### src/shared/elpi_defs.vh
// Constants of the sixteen-port E1 line port interface: register map, fields, timing.
// Assumes inclusion by bare name from the design files; definitions only.
`ifndef ELPI_DEFS_VH
`define ELPI_DEFS_VH

// ----------------------------------------------------------------
// Register offsets (byte addresses, APB)
// ----------------------------------------------------------------
`define ELPI_OFF_GRP_CLK    12'h000
`define ELPI_OFF_BYPASS     12'h004
`define ELPI_OFF_RX_EN      12'h008
`define ELPI_OFF_INT_STAT   12'h00C
`define ELPI_OFF_INT_MASK   12'h010
`define ELPI_OFF_TX_LOS     12'h014
`define ELPI_OFF_FORCE_ZERO 12'h018

// ----------------------------------------------------------------
// Field layout and reset values
// ----------------------------------------------------------------
`define ELPI_GRP_RX_INV_LSB 0
`define ELPI_GRP_TX_INV_LSB 4
`define ELPI_RST_GRP_CLK 8'h00
`define ELPI_RST_BYPASS 16'h0000
`define ELPI_RST_RX_EN 16'h0000
`define ELPI_RST_MASK 16'h0000

// ----------------------------------------------------------------
// Timing: system clock 250 MHz, line clock 2.048 MHz
// ----------------------------------------------------------------
`define ELPI_SYS_CLK_KHZ 250000
`define ELPI_LINE_CLK_KHZ 2048
// Half line period in system cycles, rounded down, 61 at these clocks
`define ELPI_HALF_DIV ((`ELPI_SYS_CLK_KHZ / `ELPI_LINE_CLK_KHZ) / 2)

`endif

### src/verilog/elpi_port.v
// One E1 line port: receive clock and data output, transmit sampling.
// Assumes a shared line-clock phase from the top and raw pins synchronised here.
`timescale 1ns/1ps
`include "elpi_defs.vh"

module elpi_port (
   input wire ref_clk,
   input wire nrst,
   input wire rclk_rise,
   input wire rclk_fall,
   input wire rclk_lvl,
   input wire rx_inv,
   input wire tx_inv,
   input wire bypass,
   input wire rx_en,
   input wire rx_force_zero_in,
   input wire rx_pos_data,
   input wire rx_neg_data,
   input wire tx_line_clock_in,
   input wire tx_pos_rail_or_nrz_in,
   input wire tx_neg_rail_or_los_in,
   output reg rx_line_clock_out,
   output reg rx_line_clock_oe,
   output reg rx_pos_rail_or_nrz_out,
   output reg rx_pos_oe,
   output reg rx_neg_rail_out,
   output reg rx_neg_oe,
   output reg tx_pos_q,
   output reg tx_neg_q,
   output reg tx_strobe_q,
   output reg tx_los_q
);

   // ----------------------------------------------------------------
   // Input synchronisers
   // ----------------------------------------------------------------
   reg [2:0] s1_q;
   reg [2:0] s2_q;
   reg s1_qz;
   reg s2_qz;
   reg tclk_prev_q;
   reg pos_q;
   reg neg_q;
   wire tclk_s;
   wire tx_edge;

   // Two flops on every pin
   always @(posedge ref_clk) begin
      if (!nrst) begin
         s1_q <= 3'h0;
         s2_q <= 3'h0;
         s1_qz <= 1'b0;
         s2_qz <= 1'b0;
      end else begin
         s1_q <= {tx_line_clock_in, tx_pos_rail_or_nrz_in, tx_neg_rail_or_los_in};
         s2_q <= s1_q;
         s1_qz <= rx_force_zero_in;
         s2_qz <= s1_qz;
      end
   end

   assign tclk_s = s2_q[2];
   // Falling by default, rising when inverted
   assign tx_edge = tx_inv ? (tclk_s & ~tclk_prev_q) : (~tclk_s & tclk_prev_q);

   // ----------------------------------------------------------------
   // Transmit sampling
   // ----------------------------------------------------------------
   always @(posedge ref_clk) begin
      if (!nrst) begin
         tclk_prev_q <= 1'b0;
         tx_pos_q <= 1'b0;
         tx_neg_q <= 1'b0;
         tx_strobe_q <= 1'b0;
         tx_los_q <= 1'b0;
      end else begin
         tclk_prev_q <= tclk_s;
         tx_strobe_q <= tx_edge;
         if (tx_edge) begin
            tx_pos_q <= s2_q[1];
            tx_neg_q <= bypass ? 1'b0 : s2_q[0];
            tx_los_q <= bypass & ~s2_q[0];
         end
      end
   end

   // ----------------------------------------------------------------
   // Receive output launch
   // ----------------------------------------------------------------
   always @(posedge ref_clk) begin
      if (!nrst) begin
         pos_q <= 1'b0;
         neg_q <= 1'b0;
      end else if (rx_inv ? rclk_fall : rclk_rise) begin
         pos_q <= rx_pos_data;
         neg_q <= rx_neg_data;
      end
   end

   // Pin drive with enables and force-zero
   always @(posedge ref_clk) begin
      if (!nrst) begin
         rx_line_clock_out <= 1'b0;
         rx_line_clock_oe <= 1'b0;
         rx_pos_rail_or_nrz_out <= 1'b0;
         rx_pos_oe <= 1'b0;
         rx_neg_rail_out <= 1'b0;
         rx_neg_oe <= 1'b0;
      end else begin
         rx_line_clock_out <= rclk_lvl;
         rx_line_clock_oe <= rx_en;
         rx_pos_rail_or_nrz_out <= s2_qz ? 1'b0 : pos_q;
         rx_pos_oe <= rx_en | s2_qz;
         rx_neg_rail_out <= s2_qz ? 1'b0 : neg_q;
         rx_neg_oe <= s2_qz | (rx_en & ~bypass);
      end
   end

endmodule

### src/verilog/elpi_top.v
// Sixteen-port E1 line interface: four groups of four ports, APB registers, interrupt.
// Assumes an APB master on ref_clk and line pins from an external line interface unit.
//
// Design decisions made here: the register offsets and the APB register port.
`timescale 1ns/1ps
`include "elpi_defs.vh"

// Contract
// - Four groups of four, sixteen ports
// - Drive 2.048 MHz receive clock out
// - Receive data changes rising, falling if inverted
// - Enable zero tristates clock and pos data; pos is still driven while force-zero is active
// - Bypass selects rail or NRZ on pos
// - Neg output tristated on bypass or disable; it is still driven while force-zero is active
// - Sample transmit falling, rising if inverted
// - Pos input rail or NRZ per bypass
// - Neg input rail, or active-low loss
// - Force-zero input drives receive data low
module elpi_top #(
   parameter NUM_GROUPS = 4,
   parameter PORTS_PER_GROUP = 4,
   parameter HALF_DIV = `ELPI_HALF_DIV
) (
   input wire ref_clk,
   input wire nrst,
   input wire psel,
   input wire penable,
   input wire pwrite,
   input wire [11:0] paddr,
   input wire [31:0] pwdata,
   output reg [31:0] prdata,
   output reg pready,
   output reg pslverr,
   output reg irq_q,
   input wire [15:0] rx_pos_data,
   input wire [15:0] rx_neg_data,
   input wire [15:0] rx_force_zero_in,
   input wire [15:0] tx_line_clock_in,
   input wire [15:0] tx_pos_rail_or_nrz_in,
   input wire [15:0] tx_neg_rail_or_los_in,
   output wire [15:0] rx_line_clock_out,
   output wire [15:0] rx_line_clock_oe,
   output wire [15:0] rx_pos_rail_or_nrz_out,
   output wire [15:0] rx_pos_oe,
   output wire [15:0] rx_neg_rail_out,
   output wire [15:0] rx_neg_oe,
   output wire [15:0] tx_pos_out,
   output wire [15:0] tx_neg_out,
   output wire [15:0] tx_strobe_out
);

   localparam NP = NUM_GROUPS * PORTS_PER_GROUP;

   // ----------------------------------------------------------------
   // Registers
   // ----------------------------------------------------------------
   reg [3:0] rx_clock_invert_bit_q;
   reg [3:0] tx_clock_invert_bit_q;
   reg [15:0] nrz_bypass_bit_q;
   reg [15:0] rx_output_enable_bit_q;
   reg [15:0] int_stat_q;
   reg [15:0] int_mask_q;
   reg [15:0] los_prev_q;
   reg [7:0] div_q;
   reg rclk_q;
   reg rclk_rise_q;
   reg rclk_fall_q;
   wire [15:0] tx_los;
   wire [15:0] los_set;
   wire wr_en;
   wire rd_en;
   reg [31:0] rd_d;
   reg hit_d;
   reg [15:0] frc_s1_q;
   reg [15:0] frc_s2_q;

   assign wr_en = psel & penable & pwrite & ~pready;
   assign rd_en = psel & penable & ~pwrite & ~pready;

   // ----------------------------------------------------------------
   // Free-running line clock generator
   // ----------------------------------------------------------------
   // One divider feeds every receive clock output
   always @(posedge ref_clk) begin
      if (!nrst) begin
         div_q <= 8'h00;
         rclk_q <= 1'b0;
         rclk_rise_q <= 1'b0;
         rclk_fall_q <= 1'b0;
      end else if (div_q == HALF_DIV - 1) begin
         div_q <= 8'h00;
         rclk_q <= ~rclk_q;
         rclk_rise_q <= ~rclk_q;
         rclk_fall_q <= rclk_q;
      end else begin
         div_q <= div_q + 8'h01;
         rclk_rise_q <= 1'b0;
         rclk_fall_q <= 1'b0;
      end
   end

   // ----------------------------------------------------------------
   // Port array
   // ----------------------------------------------------------------
   genvar gi;
   generate
      for (gi = 0; gi < NP; gi = gi + 1) begin : g_port
         elpi_port u_port (
            .ref_clk(ref_clk),
            .nrst(nrst),
            .rclk_rise(rclk_rise_q),
            .rclk_fall(rclk_fall_q),
            .rclk_lvl(rclk_q),
            .rx_inv(rx_clock_invert_bit_q[gi / PORTS_PER_GROUP]),
            .tx_inv(tx_clock_invert_bit_q[gi / PORTS_PER_GROUP]),
            .bypass(nrz_bypass_bit_q[gi]),
            .rx_en(rx_output_enable_bit_q[gi]),
            .rx_force_zero_in(rx_force_zero_in[gi]),
            .rx_pos_data(rx_pos_data[gi]),
            .rx_neg_data(rx_neg_data[gi]),
            .tx_line_clock_in(tx_line_clock_in[gi]),
            .tx_pos_rail_or_nrz_in(tx_pos_rail_or_nrz_in[gi]),
            .tx_neg_rail_or_los_in(tx_neg_rail_or_los_in[gi]),
            .rx_line_clock_out(rx_line_clock_out[gi]),
            .rx_line_clock_oe(rx_line_clock_oe[gi]),
            .rx_pos_rail_or_nrz_out(rx_pos_rail_or_nrz_out[gi]),
            .rx_pos_oe(rx_pos_oe[gi]),
            .rx_neg_rail_out(rx_neg_rail_out[gi]),
            .rx_neg_oe(rx_neg_oe[gi]),
            .tx_pos_q(tx_pos_out[gi]),
            .tx_neg_q(tx_neg_out[gi]),
            .tx_strobe_q(tx_strobe_out[gi]),
            .tx_los_q(tx_los[gi])
         );
      end
   endgenerate

   // New loss of signal on any port
   assign los_set = tx_los & ~los_prev_q;

   // Two flops on the force-zero pins before the status read
   always @(posedge ref_clk) begin
      if (!nrst) begin
         frc_s1_q <= 16'h0000;
         frc_s2_q <= 16'h0000;
      end else begin
         frc_s1_q <= rx_force_zero_in;
         frc_s2_q <= frc_s1_q;
      end
   end

   // ----------------------------------------------------------------
   // Register writes and sticky status
   // ----------------------------------------------------------------
   always @(posedge ref_clk) begin
      if (!nrst) begin
         rx_clock_invert_bit_q <= 4'h0;
         tx_clock_invert_bit_q <= 4'h0;
         nrz_bypass_bit_q <= `ELPI_RST_BYPASS;
         rx_output_enable_bit_q <= `ELPI_RST_RX_EN;
         int_mask_q <= `ELPI_RST_MASK;
         int_stat_q <= 16'h0000;
         los_prev_q <= 16'h0000;
      end else begin
         los_prev_q <= tx_los;
         if (wr_en && paddr == `ELPI_OFF_GRP_CLK) begin
            rx_clock_invert_bit_q <= pwdata[`ELPI_GRP_RX_INV_LSB +: 4];
            tx_clock_invert_bit_q <= pwdata[`ELPI_GRP_TX_INV_LSB +: 4];
         end
         if (wr_en && paddr == `ELPI_OFF_BYPASS) begin
            nrz_bypass_bit_q <= pwdata[15:0];
         end
         if (wr_en && paddr == `ELPI_OFF_RX_EN) begin
            rx_output_enable_bit_q <= pwdata[15:0];
         end
         if (wr_en && paddr == `ELPI_OFF_INT_MASK) begin
            int_mask_q <= pwdata[15:0];
         end
         // Set wins over write-one-to-clear
         if (wr_en && paddr == `ELPI_OFF_INT_STAT) begin
            int_stat_q <= (int_stat_q & ~pwdata[15:0]) | los_set;
         end else begin
            int_stat_q <= int_stat_q | los_set;
         end
      end
   end

   // ----------------------------------------------------------------
   // Read decode
   // ----------------------------------------------------------------
   always @* begin
      rd_d = 32'h0000_0000;
      hit_d = 1'b1;
      case (paddr)
         `ELPI_OFF_GRP_CLK: rd_d = {24'h00_0000, tx_clock_invert_bit_q, rx_clock_invert_bit_q};
         `ELPI_OFF_BYPASS: rd_d = {16'h0000, nrz_bypass_bit_q};
         `ELPI_OFF_RX_EN: rd_d = {16'h0000, rx_output_enable_bit_q};
         `ELPI_OFF_INT_STAT: rd_d = {16'h0000, int_stat_q};
         `ELPI_OFF_INT_MASK: rd_d = {16'h0000, int_mask_q};
         `ELPI_OFF_TX_LOS: rd_d = {16'h0000, tx_los};
         `ELPI_OFF_FORCE_ZERO: rd_d = {16'h0000, frc_s2_q};
         default: hit_d = 1'b0;
      endcase
   end

   // ----------------------------------------------------------------
   // APB answer and interrupt
   // ----------------------------------------------------------------
   // One wait state: pready rises on the second access cycle
   always @(posedge ref_clk) begin
      if (!nrst) begin
         prdata <= 32'h0000_0000;
         pready <= 1'b0;
         pslverr <= 1'b0;
         irq_q <= 1'b0;
      end else begin
         irq_q <= |(int_stat_q & int_mask_q);
         if (wr_en || rd_en) begin
            pready <= 1'b1;
            pslverr <= ~hit_d;
            prdata <= rd_en ? rd_d : 32'h0000_0000;
         end else begin
            pready <= 1'b0;
            pslverr <= 1'b0;
         end
      end
   end

endmodule
### config.mk
export PLATFORM = sky130hd
export DESIGN_NAME = elpi_top
export DESIGN_NICKNAME = d
export VERILOG_FILES = /design/src/verilog/elpi_port.v /design/src/verilog/elpi_top.v
export VERILOG_INCLUDE_DIRS = /design/src /design/src/shared
export SDC_FILE = /design/constraint.sdc
export NUM_CORES = 1
export LEC_CHECK = 0
export BUFFER_PORTS_ARGS = -buffer_cell sky130_fd_sc_hd__buf_2
export CORE_MARGIN = 10
export CORE_UTILIZATION = 53
export CTS_BUF_LIST = sky130_fd_sc_hd__clkbuf_8
export DETAILED_ROUTE_END_ITERATION = 10
export PLACE_DENSITY_LB_ADDON = 0.05
export SYNTH_ARGS = -nofsm -noshare
export SYNTH_HDL_FRONTEND = slang
export SYNTH_SLANG_ARGS = --single-unit
### constraint.sdc
create_clock -name ref_clk -period 2.5 [get_ports ref_clk]
set_input_delay 0.125 -clock ref_clk [delete_from_list [all_inputs] [get_ports ref_clk]]
set_output_delay 0.125 -clock ref_clk [all_outputs]
set_load 0.05 [all_outputs]
==> results.txt <==
The flow ran to the end, and the final reports show no timing, DRC or antenna violations. Setup violations remaining at the end of the flow were counted as 0. The final hold violation count came out at 0. The worst setup skew after layout was 0.02409 ns. STA classifies the critical path endpoint as a register. The share of layout cells above drive strength 1 was 22.41%; the die width was 193.7 um. For the max-slew violation count, the log shows 0. Final period utilization: 85.91%. In the routed layout, each cell is associated on average with a via count of 4.870. CTS built an H-tree with a depth of 3. Counting instances in the post-synthesis netlist gives the leading cell types as 439 x sky130_fd_sc_hd__dfxtp_1, 193 x sky130_fd_sc_hd__and2_1, 188 x sky130_fd_sc_hd__nor2_1. The number of enable flip-flop cells after synthesis was 0; the average footprint of a synthesized cell was 9.853 um2. By area the synthesized netlist is led by sky130_fd_sc_hd__dfxtp_1 55%, sky130_fd_sc_hd__and2_1 7.6%, sky130_fd_sc_hd__buf_4 7.5%. For the post-cts repair resize count, the log shows 0. The number of top-level pins came out at 324. The number of antenna violations at the first check in global routing came out at 1. Subtracting the final worst setup slack from the clock period gives 2.148 ns. Once the floorplan was initialized, standard cells occupied 53.78% of the core. Once the clock tree was built, the setup fixing pass inserted 0 buffers. The tools report the wire length of the first global-routing pass as 63,450 um.

After the last flow step, the layout net total stands at 2,060. The tools report the DRC violation count after routing as 0. The routing layer with the top usage in global route is met2. In the synthesized netlist, mux cells make up 6.623% of the area.

For the pin with the worst max-slew slack, the measured transition is 0.6414 ns. Floorplan die height: 193.7 um. For the worst setup path, the data required time is 2.96 ns.

Global routing used 33.24% of the available met2 tracks. The flop and latch count out of synthesis was 439. The synthesized netlist devotes 0.1566% of its cell area to adder and majority cells. The post-detailed-route count of antenna-violating nets was 0; the ratio of total power to cell area was 714.8 nW/um2.

Via count of the first global-routing pass: 11,550. Data arrives at the worst endpoint at 2.61 ns. Overall power consumption after layout is estimated at 13.79 mW. The first detailed-routing pass took 5 iterations. After detailed routing, the average wire length per cell comes to 17.10 um.

Combinational family with the most area after synthesis: simple AND/OR/NAND/NOR gates. The total overflow left after global routing is 0. No sink is reached through more buffers than the 3 on the longest clock path.

CTS saw 439 sinks. STA classifies the critical path startpoint as an input pin. The first routing iteration left 655 violations.

On the critical path, the stage with the largest delay is an instance of sky130_fd_sc_hd__or4_4. The number of standard-cell rows in the floorplan was 63; the leakage component of the power was 8.584 nW. Buffers placed on the I/O ports in this run total 291. Setup repair after global routing left no endpoint under its margin. Summing the areas of all xor and xnor instances in the mapped netlist gives 0.3836% of the synthesized area. After clock tree synthesis, the flow added hold-fix buffers numbering 118.

The tools report the die area as 37,500 um2. Setup total negative slack on the finished layout was measured at 0 ns. The tools report the cell chosen for the clock root as sky130_fd_sc_hd__clkbuf_8. The top cell type's share of synthesized area was 54.99%; the met1 demand-to-capacity share in global routing was 26.50%. In the global route stage, overall resource usage came out at 20.72%. In the post-synthesis netlist, the cell with the most instances is sky130_fd_sc_hd__dfxtp_1. The region available for standard cell placement spans 29,720 um2. The number of different library cells used by synthesis comes to 56. For the pin count of the biggest net entering global routing, the log shows 96.

After clock tree synthesis, the clock-pin slew on the worst setup and hold paths is 0.06 ns. Met3 global-route usage: 5.308%. The placed wire-length estimate is 27,430 um, and the clock insertion delay at the later pin of the skew report is 0.58 ns. After detailed routing, the total wire length is 40,170 um. The run gives 0 as the total number of yosys warnings. Max-cap violations in this run came to 0. The final route contains 11,440 vias. In this run the register-to-register setup slack is 0.49 ns. Of all flip-flops after synthesis, the portion carrying an async set or reset was 0%. The maximum achievable frequency was 0.4656 GHz; the layout-stage area growth over the synthesis result was 20.69%. VDD sags by at most 0.0004501 V. The routability congestion estimate is 0.8569.

In this run, CTS created clock tree buffers numbering 71. The synthesized netlist devotes 7.625% of its cell area to compound gates. The sequential cell area fraction in the yosys report is 54.99%. The final antenna diode count was 0; the worst max-slew margin expressed relative to the limit was 56.96%.

The biggest area contributor in the post-synthesis netlist is sky130_fd_sc_hd__dfxtp_1. The maximum fanout encountered on the critical timing path works out to 7. The worst hold path belongs to the class input pin to register. The signal on the critical path passes through dlygate4sd3_1 -> buf_2 -> or4_4 -> nor2_1 -> and4_1 -> buf_4 -> nand2_1 -> a32o_1. Fraction of the mapped netlist area in simple logic gates: 19.46%.

In the synthesized netlist, the number of instances is 1,622. The critical path is of the input pin to register type. The post-synth design cell area is 15,980 um2, and the worst stage delay on the critical path is 0.57 ns. The flip-flop cell with the highest count after synthesis was sky130_fd_sc_hd__dfxtp_1. TritonCTS built the clock tree.
-- routing by layer --
layer / part of all wire (%) / vias up
li1: - / 5761
met1: 45 / 5256
met2: 46 / 345
met3: 6.8 / 78
met4: 2.3 / 0
met5: 0 / -
-- critical path: cells and delay by family --
| family | cells | cell delay (ns) |
|---|---|---|
| AO/OA/AOI/OAI | 1 | 0.25 |
| buffers and inverters | 3 | 0.87 |
| AND/OR/NAND/NOR | 4 | 1.36 |
-- cells in the final DEF, fill, tap and decap left out, drive strengths merged, types with 12 or more instances in the layout --
| master | synthesis | final |
|---|---|---|
| clkbuf | 64 | 89 |
| nand2b | 19 | 19 |
| a221oi | 12 | 12 |
| buf | 174 | 322 |
| nor3b | 33 | 33 |
| a32o | 17 | 17 |
| nand2 | 76 | 76 |
| and2 | 194 | 194 |
| a31oi | 17 | 17 |
| mux2i | 99 | 99 |
| a21oi | 30 | 30 |
| nand3 | 42 | 42 |
| dfxtp | 439 | 439 |
| dlygate4sd3 | 0 | 118 |
| nor2 | 188 | 188 |
| o21ai | 65 | 65 |
| nand3b | 19 | 19 |
| inv | 51 | 80 |
| conb | 1 | 16 |
-- cell type report --
type / instances / area [um2]
clock inverters: 31 / 131.4
well taps: 390 / 488.0
inverters: 51 / 196.4
repair buffers: 441 / 2924
flip-flops and latches: 439 / 8788
multi-input cells: 909 / 5549
fillers: 2476 / 10430
clock buffers: 88 / 1211
-- where the power goes --
group	total, mW	internal, mW	leakage [nW]	switching, mW
clock	5.83	3.15	0.790	2.68
sequential	7.18	7.13	3.57	0.0539
combinational	0.772	0.333	4.23	0.439
-- worst paths after layout --
kind                                from                   endpoint  cells after the start
setup / recovery                paddr[0]  int_stat_q[14]$_SDFF_PN0_                      8
hold / removal                      nrst     prdata[3]$_SDFFE_PN0N_                      3
setup reg to reg       pready$_SDFF_PN0_  int_stat_q[14]$_SDFF_PN0_                      6
hold reg to reg   frc_s1_q[6]$_SDFF_PN0_     frc_s2_q[6]$_SDFF_PN0_                      1
-- sequential cells by signal, indices dropped and copies added (netlist names), 16 cells and up --
name and count:
frc_s1_q 16, frc_s2_q 16, g_port.u_port.neg_q 16, g_port.u_port.pos_q 16, g_port.u_port.rx_line_clock_oe 16, g_port.u_port.rx_neg_oe 16
g_port.u_port.rx_neg_rail_out 16, g_port.u_port.rx_pos_oe 16, g_port.u_port.rx_pos_rail_or_nrz_out 16, g_port.u_port.s1_q 48, g_port.u_port.s2_q 48, g_port.u_port.tclk_prev_q 16
g_port.u_port.tx_los_q 16, g_port.u_port.tx_neg_q 16, g_port.u_port.tx_pos_q 16, g_port.u_port.tx_strobe_q 16, int_mask_q 16, int_stat_q 16
los_prev_q 16, nrz_bypass_bit_q 16, prdata 16, rx_output_enable_bit_q 16
-- cell families after synthesis --
group	count (synthesis)
simple gates	593
flops	439
buf+inv	289
compound gates	186
mux	105
xor+xnor	7
fa+ha+maj	2
other cells	1
-- per-stage QoR --
stage | hold slack [ns] | area [um2] | utilization (%) | setup WS (ns) | cells
after CTS | 0.03543 | 19290 | 64.91 | 0.4025 | 2349
final | 0.07509 | 19290 | 64.91 | 0.3522 | 2349
after global placement | 0.3296 | 16760 | 56.41 | 0.3831 | 2112
after global routing | 0.07452 | 19290 | 64.91 | 0.2669 | 2349
after detailed placement | 0.3332 | 16760 | 56.41 | 0.3367 | 2112
after floorplan | 0.2523 | 16040 | - | 0.5775 | 1637
Note: power is estimated with default switching activity, not from simulation.
